===== src/rtl/lec_defines.vh =====
`ifndef LEC_DEFINES_VH
`define LEC_DEFINES_VH

// Register offsets (byte addresses in the switch register space)
`define LEC_ADDR_W          12
`define LEC_OFF_CTRL2       12'h312
`define LEC_OFF_AGE         12'h313
`define LEC_OFF_EVT_STAT    12'h314
`define LEC_OFF_EVT_MASK    12'h315

// Control two fields
`define LEC_CTRL2_RSVD      7
`define LEC_CTRL2_TRAP      6
`define LEC_CTRL2_DYN_FILT  5
`define LEC_CTRL2_STA_FILT  4
`define LEC_CTRL2_FLUSH_HI  3
`define LEC_CTRL2_FLUSH_LO  2
`define LEC_CTRL2_PRI_HI    1
`define LEC_CTRL2_PRI_LO    0
`define LEC_CTRL2_RST       8'h00

// Flush selection codes
`define LEC_FLUSH_NONE      2'h0
`define LEC_FLUSH_DYN       2'h1
`define LEC_FLUSH_STA       2'h2
`define LEC_FLUSH_BOTH      2'h3

// Priority select codes
`define LEC_PRI_DA          2'h0
`define LEC_PRI_SA          2'h1
`define LEC_PRI_HIGH        2'h2
`define LEC_PRI_LOW         2'h3

// Aging
`define LEC_AGE_RST         8'h4b

// Event bits
`define LEC_EVT_LEARN_FAIL  2
`define LEC_EVT_ALMOST_FULL 1
`define LEC_EVT_WRITE_FAIL  0
`define LEC_EVT_MASK_RST    3'h7

`endif


===== src/rtl/lec_regs.v =====
// How it works
// - Double tagging plus trap bit: reserved multicast goes to host port only.
// - Dynamic hit with dynamic filtering on: entry map AND VLAN map, else entry map.
// - Static hit with static filtering on: entry map AND VLAN map, else entry map.
// - Flush selection 01 dynamic only, 10 static only, 11 both kinds.
// - Flush selection 00 means no flush; field returns to 00 when flush completes.
// - Priority select 00 takes destination lookup priority, 01 source lookup priority.
// - Priority select 10 takes higher of both priorities, 11 the lower.
// - Aging time is age period seconds times entry age count; period resets 0x4b.
// - Learn-failure status sets when a bucket holds only static entries.
// - Almost-full status sets when static write hits bucket with two or three entries.
// - Write-failure status sets when static write is rejected by a full bucket.
// - Summary interrupt is the OR of the three event status bits.
// - Mask bit one keeps its event out of the masked interrupt, zero lets it in; masks reset to one.
// - Self-clearing flush trigger removes only the selected kinds, then finishes.
`timescale 1ns/1ps
`default_nettype none
`include "lec_defines.vh"

module lec_regs #(
  parameter PORTS = 7,
  parameter PRI_W = 3
) (
  // Clock and reset
  input  wire                   clk,
  input  wire                   rst_b,
  // Register port
  input  wire [`LEC_ADDR_W-1:0] reg_addr,
  input  wire [7:0]             reg_wdata,
  input  wire                   reg_wr,
  input  wire                   reg_rd,
  output reg  [7:0]             reg_rdata,
  // Lookup engine events
  input  wire                   learn_fail_evt,
  input  wire                   static_wr_evt,
  input  wire [2:0]             static_wr_bucket_cnt,
  input  wire                   static_wr_reject_evt,
  // Forwarding decision
  input  wire                   lookup_hit,
  input  wire                   lookup_hit_static,
  input  wire [PORTS-1:0]       entry_port_map,
  input  wire [PORTS-1:0]       vlan_port_map,
  input  wire [PORTS-1:0]       host_port_map,
  input  wire                   double_tag_mode,
  input  wire                   reserved_mcast,
  output reg  [PORTS-1:0]       fwd_port_map,
  // Priority decision
  input  wire [PRI_W-1:0]       da_priority,
  input  wire [PRI_W-1:0]       sa_priority,
  output reg  [PRI_W-1:0]       mac_address_priority,
  // Flush handshake with table walker
  input  wire                   flush_trigger,
  input  wire                   flush_done,
  output reg                    flush_active,
  output reg                    flush_dynamic,
  output reg                    flush_static,
  // Aging
  input  wire [2:0]             entry_age_count,
  output reg  [10:0]            aging_time_sec,
  output reg  [7:0]             age_period,
  // Status
  output reg  [2:0]             event_status,
  output reg  [2:0]             event_mask,
  output reg                    lookup_summary_interrupt,
  output reg                    lookup_masked_interrupt
);

  reg        rst_sync1_q;
  reg        rst_sync2_q;
  wire       rst_n_int;
  reg  [7:0] ctrl2_q;
  reg  [7:0] ctrl2_d;
  reg  [7:0] age_q;
  reg  [2:0] stat_q;
  wire [2:0] stat_d;
  reg  [2:0] mask_q;
  reg  [1:0] flush_sel_run_q;
  reg  [1:0] flush_sel_run_d;
  reg        flush_run_q;
  reg        flush_run_d;
  reg  [7:0] rdata_d;
  reg  [PORTS-1:0] fwd_d;
  reg  [PRI_W-1:0] pri_d;
  wire [PRI_W-1:0] pri_higher;
  wire [PRI_W-1:0] pri_lower;
  wire [10:0] aging_prod;
  wire [2:0] evt_set;
  wire [2:0] evt_clr;
  wire       wr_ctrl2;
  wire       wr_age;
  wire       wr_stat;
  wire       wr_mask;
  wire [1:0] pri_sel;
  wire [1:0] flush_sel;
  wire       flush_start;
  wire       flush_end;

  // Reset release through two stages
  always @(posedge clk or negedge rst_b) begin
    if (!rst_b) begin
      rst_sync1_q <= 1'b0;
      rst_sync2_q <= 1'b0;
    end else begin
      rst_sync1_q <= 1'b1;
      rst_sync2_q <= rst_sync1_q;
    end
  end
  assign rst_n_int = rst_sync2_q;

  assign wr_ctrl2    = reg_wr && (reg_addr == `LEC_OFF_CTRL2);
  assign wr_age      = reg_wr && (reg_addr == `LEC_OFF_AGE);
  assign wr_stat     = reg_wr && (reg_addr == `LEC_OFF_EVT_STAT);
  assign wr_mask     = reg_wr && (reg_addr == `LEC_OFF_EVT_MASK);
  assign pri_sel     = ctrl2_q[`LEC_CTRL2_PRI_HI:`LEC_CTRL2_PRI_LO];
  assign flush_sel   = ctrl2_q[`LEC_CTRL2_FLUSH_HI:`LEC_CTRL2_FLUSH_LO];
  // Selection 00 leaves the trigger without effect
  assign flush_start = flush_trigger && !flush_run_q && (flush_sel != `LEC_FLUSH_NONE);
  assign flush_end   = flush_run_q && flush_done;

  // Event sources per status bit
  assign evt_set[`LEC_EVT_LEARN_FAIL]  = learn_fail_evt;
  assign evt_set[`LEC_EVT_ALMOST_FULL] = static_wr_evt &&
    ((static_wr_bucket_cnt == 3'h2) || (static_wr_bucket_cnt == 3'h3));
  assign evt_set[`LEC_EVT_WRITE_FAIL]  = static_wr_reject_evt;
  assign evt_clr = wr_stat ? reg_wdata[2:0] : 3'h0;

  // Per-bit next value: set wins over a write-one clear
  genvar gi;
  generate
    for (gi = 0; gi < 3; gi = gi + 1) begin : g_evt
      assign stat_d[gi] = evt_set[gi] | (stat_q[gi] & ~evt_clr[gi]);
    end
  endgenerate

  // Event status bits
  always @(posedge clk or negedge rst_n_int) begin
    if (!rst_n_int) begin
      stat_q <= 3'h0;
    end else begin
      stat_q <= stat_d;
    end
  end

  // Aging period register
  always @(posedge clk or negedge rst_n_int) begin
    if (!rst_n_int) begin
      age_q <= `LEC_AGE_RST;
    end else if (wr_age) begin
      age_q <= reg_wdata;
    end
  end

  // Event mask register
  always @(posedge clk or negedge rst_n_int) begin
    if (!rst_n_int) begin
      mask_q <= `LEC_EVT_MASK_RST;
    end else if (wr_mask) begin
      mask_q <= reg_wdata[2:0];
    end
  end

  // Flush sequencing, selection latched at start
  always @* begin
    flush_run_d     = flush_run_q;
    flush_sel_run_d = flush_sel_run_q;
    if (flush_start) begin
      flush_run_d     = 1'b1;
      flush_sel_run_d = flush_sel;
    end else if (flush_end) begin
      flush_run_d     = 1'b0;
      flush_sel_run_d = `LEC_FLUSH_NONE;
    end
  end

  always @(posedge clk or negedge rst_n_int) begin
    if (!rst_n_int) begin
      flush_run_q     <= 1'b0;
      flush_sel_run_q <= `LEC_FLUSH_NONE;
    end else begin
      flush_run_q     <= flush_run_d;
      flush_sel_run_q <= flush_sel_run_d;
    end
  end

  // Control two: completion clear beats a software write
  always @* begin
    ctrl2_d = ctrl2_q;
    if (flush_end) begin
      ctrl2_d = {ctrl2_q[7:4], `LEC_FLUSH_NONE, ctrl2_q[1:0]};
    end else if (wr_ctrl2) begin
      ctrl2_d = reg_wdata;
    end
  end

  always @(posedge clk or negedge rst_n_int) begin
    if (!rst_n_int) begin
      ctrl2_q <= `LEC_CTRL2_RST;
    end else begin
      ctrl2_q <= ctrl2_d;
    end
  end

  // Forwarding port map
  always @* begin
    fwd_d = {PORTS{1'b0}};
    if (double_tag_mode && ctrl2_q[`LEC_CTRL2_TRAP] && reserved_mcast) begin
      fwd_d = host_port_map;
    end else if (lookup_hit) begin
      fwd_d = entry_port_map;
      if (lookup_hit_static && ctrl2_q[`LEC_CTRL2_STA_FILT]) begin
        fwd_d = entry_port_map & vlan_port_map;
      end else if (!lookup_hit_static && ctrl2_q[`LEC_CTRL2_DYN_FILT]) begin
        fwd_d = entry_port_map & vlan_port_map;
      end
    end
  end

  // Priority selection
  assign pri_higher = (da_priority > sa_priority) ? da_priority : sa_priority;
  assign pri_lower  = (da_priority < sa_priority) ? da_priority : sa_priority;

  always @* begin
    case (pri_sel)
      `LEC_PRI_DA:   pri_d = da_priority;
      `LEC_PRI_SA:   pri_d = sa_priority;
      `LEC_PRI_HIGH: pri_d = pri_higher;
      `LEC_PRI_LOW:  pri_d = pri_lower;
      default:       pri_d = da_priority;
    endcase
  end

  // Aging product, widened before the multiply
  assign aging_prod = {3'h0, age_q} * {8'h00, entry_age_count};

  // Read mux
  always @* begin
    case (reg_addr)
      `LEC_OFF_CTRL2:    rdata_d = ctrl2_q;
      `LEC_OFF_AGE:      rdata_d = age_q;
      `LEC_OFF_EVT_STAT: rdata_d = {5'h00, stat_q};
      `LEC_OFF_EVT_MASK: rdata_d = {5'h00, mask_q};
      default:           rdata_d = 8'h00;
    endcase
  end

  // Read data, zero outside a read
  always @(posedge clk or negedge rst_n_int) begin
    if (!rst_n_int) begin
      reg_rdata <= 8'h00;
    end else begin
      reg_rdata <= reg_rd ? rdata_d : 8'h00;
    end
  end

  // Forwarding and priority outputs
  always @(posedge clk or negedge rst_n_int) begin
    if (!rst_n_int) begin
      fwd_port_map         <= {PORTS{1'b0}};
      mac_address_priority <= {PRI_W{1'b0}};
    end else begin
      fwd_port_map         <= fwd_d;
      mac_address_priority <= pri_d;
    end
  end

  // Flush outputs
  always @(posedge clk or negedge rst_n_int) begin
    if (!rst_n_int) begin
      flush_active  <= 1'b0;
      flush_dynamic <= 1'b0;
      flush_static  <= 1'b0;
    end else begin
      flush_active  <= flush_run_q;
      flush_dynamic <= flush_run_q && flush_sel_run_q[0];
      flush_static  <= flush_run_q && flush_sel_run_q[1];
    end
  end

  // Aging outputs
  always @(posedge clk or negedge rst_n_int) begin
    if (!rst_n_int) begin
      aging_time_sec <= 11'h000;
      age_period     <= `LEC_AGE_RST;
    end else begin
      aging_time_sec <= aging_prod;
      age_period     <= age_q;
    end
  end

  // Status outputs
  always @(posedge clk or negedge rst_n_int) begin
    if (!rst_n_int) begin
      event_status             <= 3'h0;
      event_mask               <= `LEC_EVT_MASK_RST;
      lookup_summary_interrupt <= 1'b0;
      lookup_masked_interrupt  <= 1'b0;
    end else begin
      event_status             <= stat_q;
      event_mask               <= mask_q;
      lookup_summary_interrupt <= |stat_q;
      lookup_masked_interrupt  <= |(stat_q & ~mask_q);
    end
  end

endmodule
`default_nettype wire


===== config.mk =====
export PLATFORM = sky130hd
export DESIGN_NAME = lec_regs
export DESIGN_NICKNAME = d
export VERILOG_FILES = /design/src/rtl/lec_regs.v
export VERILOG_INCLUDE_DIRS = /design/src /design/src/rtl
export SDC_FILE = /design/constraint.sdc
export NUM_CORES = 1
export LEC_CHECK = 0
export BUFFER_PORTS_ARGS = -buffer_cell sky130_fd_sc_hd__buf_4
export CORE_ASPECT_RATIO = 0.9
export CORE_UTILIZATION = 47
export CTS_BUF_LIST = sky130_fd_sc_hd__clkbuf_4 sky130_fd_sc_hd__clkbuf_8
export DETAILED_ROUTE_END_ITERATION = 12
export PLACE_DENSITY_LB_ADDON = 0.05
export RECOVER_POWER = 25
export SYNTH_ARGS = -nofsm -noshare
export SYNTH_HDL_FRONTEND = slang
export SYNTH_SLANG_ARGS = --single-unit

===== constraint.sdc =====
create_clock -name clk -period 2.2 [get_ports clk]
set_input_delay 0.33 -clock clk [delete_from_list [all_inputs] [get_ports clk]]
set_output_delay 0.33 -clock clk [all_outputs]
set_load 0.05 [all_outputs]

Word-level counts from Yosys, hierarchy flattened
Index checks and enable logic that the tools add are counted.

operators by class
  $mul = 1
  order comparisons = 2
  equality and inequality tests = 9
  muxes and demuxes = 16
  bitwise logic cells = 13
  reductions and logical operators = 24

operators by type and width
  operator                count
  $eq A12 B10 Y1 const B  4
  $pmux W8 S4             1
  $mux W7                 4
  $logic_and A1 B1 Y1     14
  $pmux W3 S4             1
  $mul A8 B3 Y11          1
  $mux W3                 3
  $mux W4                 2
  $mux W8                 1
  $and A7 B7 Y7           1
  $eq A3 B2 Y1 const B    2
  $reduce_bool A2 Y1      3
  $reduce_or A3 Y1        2
  $eq A2 B2 Y1 const B    2
  $mux W2                 2
  $not A1 Y1              4
  $and A1 B1 Y1           3
  $and A3 B3 Y3           1
  $gt A3 B3 Y1            1
  $lt A3 B3 Y1            1
  $not A3 Y3              1
  $or A1 B1 Y1            3
  $eq A2 B1 Y1 const B    1
  $logic_not A1 Y1        2
  4 further kinds         5

word-level totals
  register bits after elaboration = 75
  input bits = 66
  output and inout bits = 48
  word-level logic and storage cells = 86

Longest topological paths before layout
  depth after elaboration = 6
  depth in mapped cells = 9
  depth with buffers taken out = 9

Least setup slack after synthesis
Ideal clock, no wire load.

  kind = register to register
  start point = register age_q[1]
  end point = register aging_time_sec[10]
  setup time = 0.118 ns
  data arrival time = 2.581 ns
  required time = 2.082 ns
  path slack = -0.499 ns
  stages on the path, launching flop included = 10
  buffers on the path = 0
  period minus slack after synthesis = 2.699 ns
  path through = dfstp_2 > and2_1 > fa_1 > ha_1 > fa_1 > a21o_1 > a21oi_1 > o211ai_1 > a21o_1 > a21o_1

between the ends
  cells in the longest elaborated chain, start to end = 1

RTL lines
  item                      RTL line        source
  start: declaration        lec_regs.v:73   reg [7:0] age_q;
  start signal: assignment  lec_regs.v:147  age_q <= `LEC_AGE_RST;
  start signal: assignment  lec_regs.v:149  age_q <= reg_wdata;
  $mul A8 B3 Y11            lec_regs.v:233  assign aging_prod = {3'h0, age_q} * {8'h00, entry_age_count};
  net aging_prod[10]        lec_regs.v:86   wire [10:0] aging_prod;
  end signal: assignment    lec_regs.v:285  aging_time_sec <= aging_prod;
  end: declaration          lec_regs.v:59   output reg [10:0] aging_time_sec,

The timed path passes the listed nets, and every way through them passes these cells.
A chain may end at the register's enable or synchronous reset.

Worst setup path in the final report
Ends and elaborated chain as after synthesis.

==> key figures <==
Status
  • Status: complete, but fails checks
  • Violated checks: negative setup slack

STA
  • Crit share post-route: 113.4%
  • TNS Setup: -0.9342 ns
  • RSZ-0062 raised after global routing: true
  • Worst slew margin: roughly 4.4%
  • Measured slew at the worst slew-check pin: between 1 and 1.5 ns
  • Worst Skew: 0.006249 ns
  • Final Hold Vio Count: 0
  • Peak Freq: roughly 400 MHz
  • Fin crit period: roughly 2.5 ns
  • Setup-failing EPs final: 5
  • Final slew viol count: 0
  • Fin Hold WS: roughly 0.16 ns
  • Final worst slack: -0.2940 ns

Floorplan
  • Die H: 84.23 um
  • Die area: 7864 um2
  • Core Footprint: 7148 um2
  • I/O pins: between 100 and 150
  • Rows: 29
  • Die Width: between 90 and 100 um
  • Starting Density: 49.40%

CTS
  • Root Driver: clkbuf_8
  • # clock sinks: 75
  • Number of CTS-inserted buffers: 9
  • H-tree depth: 3
  • Bufs on Longest Clock Path: 2
  • CTS tree: done
  • Clock Latency Late Sink: ~0.34 ns
  • Clock transition at path regs: roughly 0.07 ns

Synthesis
  • Most area-hungry cell type in the Yosys netlist: dfrtp_1
  • Unique masters post-synth: 42
  • Synthesized net count: 380
  • Post-synthesis sequential area ratio: 53.65%
  • Post-synth ARST share: 100.0%
  • Most area-consuming cells after synthesis: dfrtp_1 (43%), dfstp_2 (10%), ha_1 (4.6%), mux2i_1 (4.5%), fa_1 (4.0%)
  • Mapped Area: about 3500 um2
  • Synth Flop Type: dfrtp_1
  • Post-Syn Instances: 294
  • Avg Inst Size Synth: 12.01 um2
  • Synth top area share: about 43%
  • YS warnings: 0
  • Number of flops mapped to enable cells by yosys: 0
  • Number of synthesized register bits: between 70 and 80

Layout
  • Non-filler instance count after layout: 536
  • Layout cells sized above 1: ~44%
  • Final net count: ~520
  • Antenna cells: 0
  • Area growth syn-to-layout: 39.30%

Pwr
  • Worst VDD drop: 398.9 uV
  • Power Density: around 560 nW/um2
  • Leak: 0.002515 uW

Global routing
  • GRT Total Usage: 20.89%
  • Antenna violations before repair: 0
  • Total gr overflow: 0
  • Largest net degree at the start of global routing: 39
  • Vias in the first global route: 2651
  • First-pass GRT wire length: 12430 um

Min path
  • Class of the worst hold path: primary input to register
  • Beginning of the worst hold path: static_wr_bucket_cnt[2]
  • WHS Endpoint: stat_q[1]
  • Hold Path Stages: 2

Detailed routing
  • Detailed Route WL: roughly 7500 um
  • Initial DRC count: 79
  • Vias per Instance: 4.897
  • Vias: 2625
  • Post-DRT Antenna Nets: 0
  • Drt pass-1 iters: 4
  • DRC violations left: 0
  • WL/cell: 14.06 um

Setup path
  • R2r startpoint: age_q[1]
  • Worst EP required: roughly 2.4 ns
  • R2R Setup Slk: -0.29 ns
  • CP Capture Type: register
  • Setup Crit Path Kind: register to register
  • Crit-path max FO: 3
  • CP Launch Type: register
  • Critical R2R Capture: aging_time_sec[10]
  • Cells on worst reg2reg path: 9
  • Arr. time, crit path: 2.73 ns

Placement
  • Dpl hpwl: 5742 um
  • Gpl congestion: 0.7672
  • IO Port Bufs: around 110
  • Placed cell count: between 500 and 600
  • Setup Slack @ Placement: -0.3346 ns

Job
  • Max-Cap Viols: 0
worst max path at each step:
| stage | from | end | depth (start not counted) |
|---|---|---|---|
| after floorplan | age_q[1] | aging_time_sec[10] | 9 |
| after global placement | age_q[1] | aging_time_sec[10] | 9 |
| after detailed placement | age_q[1] | aging_time_sec[10] | 9 |
| after CTS | age_q[1] | aging_time_sec[10] | 9 |
| after global routing | age_q[1] | aging_time_sec[10] | 9 |
| final | age_q[1] | aging_time_sec[10] | 9 |
final cells by class:
cell class,instances,area [um2]
inverter,20,75.07
clock inverter,4,47.55
timing repair buffer,137,1028
multi-input combinational,195,1592
sequential,75,1894
clock buffer,12,165.2
fill,563,2230
tap,93,116.4
per-stage QoR:
stage | utilization [%] | area (um2) | total power (uW)
after floorplan | - | 3553 | 1551
after global placement | 65.38 | 4673 | 1705
after detailed placement | 65.38 | 4673 | 1710
after CTS | 68.91 | 4926 | 2816
after global routing | 68.81 | 4918 | 2902
final | 68.81 | 4918 | 2779
flip-flops by register name, summed over array words and instances, names as in the netlist, 2 cells and up:
register              flops
fwd_port_map              7
mask_q                    3
event_mask                3
flush_sel_run_q           2
mac_address_priority      3
stat_q                    3
age_q                     8
aging_time_sec           11
ctrl2_q                   8
age_period                8
event_status              3
reg_rdata                 8
layout by cell type (no fill, tap or decap), types with 3 or more instances in the layout:
| cell | count |
|---|---|
| fa_1 | 6 |
| clkbuf_1 | 5 |
| nor2_1 | 13 |
| xor2_1 | 3 |
| dfrtp_1 | 61 |
| nand2_1 | 36 |
| dfstp_2 | 11 |
| mux2_4 | 6 |
| a21boi_0 | 3 |
| a21oi_1 | 5 |
| buf_4 | 129 |
| and2_1 | 9 |
| a21o_1 | 5 |
| inv_1 | 19 |
| ha_1 | 11 |
| o22a_1 | 3 |
| nor2b_1 | 3 |
| dfstp_1 | 3 |
| mux2_2 | 12 |
| o21ai_0 | 12 |
| nand3_1 | 3 |
| nand2b_1 | 3 |
| mux2i_1 | 16 |
| o211ai_1 | 10 |
| clkbuf_8 | 12 |
Yosys cell counts (2+ instances only):
cell      count
and3_1        2
or3_1         2
a21oi_1       7
a31oi_1       2
nor2b_1       3
inv_1        20
xor2_1        3
nor2_4        2
buf_2         2
o22a_1        3
nand3_1       3
mux2_4        6
nor4_4        2
nand2b_1      3
mux2_2       12
mux2i_1      16
nand2_1      37
xnor2_1       3
a21boi_0      3
nor2_1       13
dfstp_2      14
o211ai_1     10
and2_1       11
nand4_1       2
clkbuf_1      2
ha_1         13
o21bai_1      2
o21ai_0      12
fa_1          7
a21o_1        5
dfrtp_1      61
what timing repair did:
item,CTS,global route
hold buffers,1,0
hold endpoints to repair,2,0
pin swaps,6,7
endpoints found under the setup margin,5,5
gates resized for setup,5,1
buffers inserted,2,2
critical path, stage by stage, from the launching register on:
cell and delay (ns):
dfstp_2 0.54, and2_4 0.13, fa_1 0.40, ha_2 0.19, fa_2 0.34, a21o_1 0.17, a21oi_2 0.15, o211ai_1 0.13
a21o_1 0.18, a21o_1 0.14
metal layers:
layer  part of all wire, %  global-route usage (%)
met1                    46                   27.80
met3                   4.4                   5.888
met5                     0                       0
met2                    48                   33.02
met4                   1.7                   7.133
logic make-up after synthesis:
family                   count (synthesis)  share of synthesized area (%)
XOR/XNOR                                 6                          1.489
buffers and inverters                   24                          2.622
other                                    1                         0.1062
AND/OR/NAND/NOR                         86                          13.32
AO/OA/AOI/OAI                           48                          9.320
multiplexers                            34                          10.91
flip-flops                              75                          53.65
adder cells (fa/ha/maj)                 20                          8.575
power breakdown:
part           internal [uW]  switching (uW)  total [uW]
logic                    129             137         266
registers               1400            19.3        1420
clock network            613             484        1100
No activity file was read; power rests on OpenSTA's default activity.
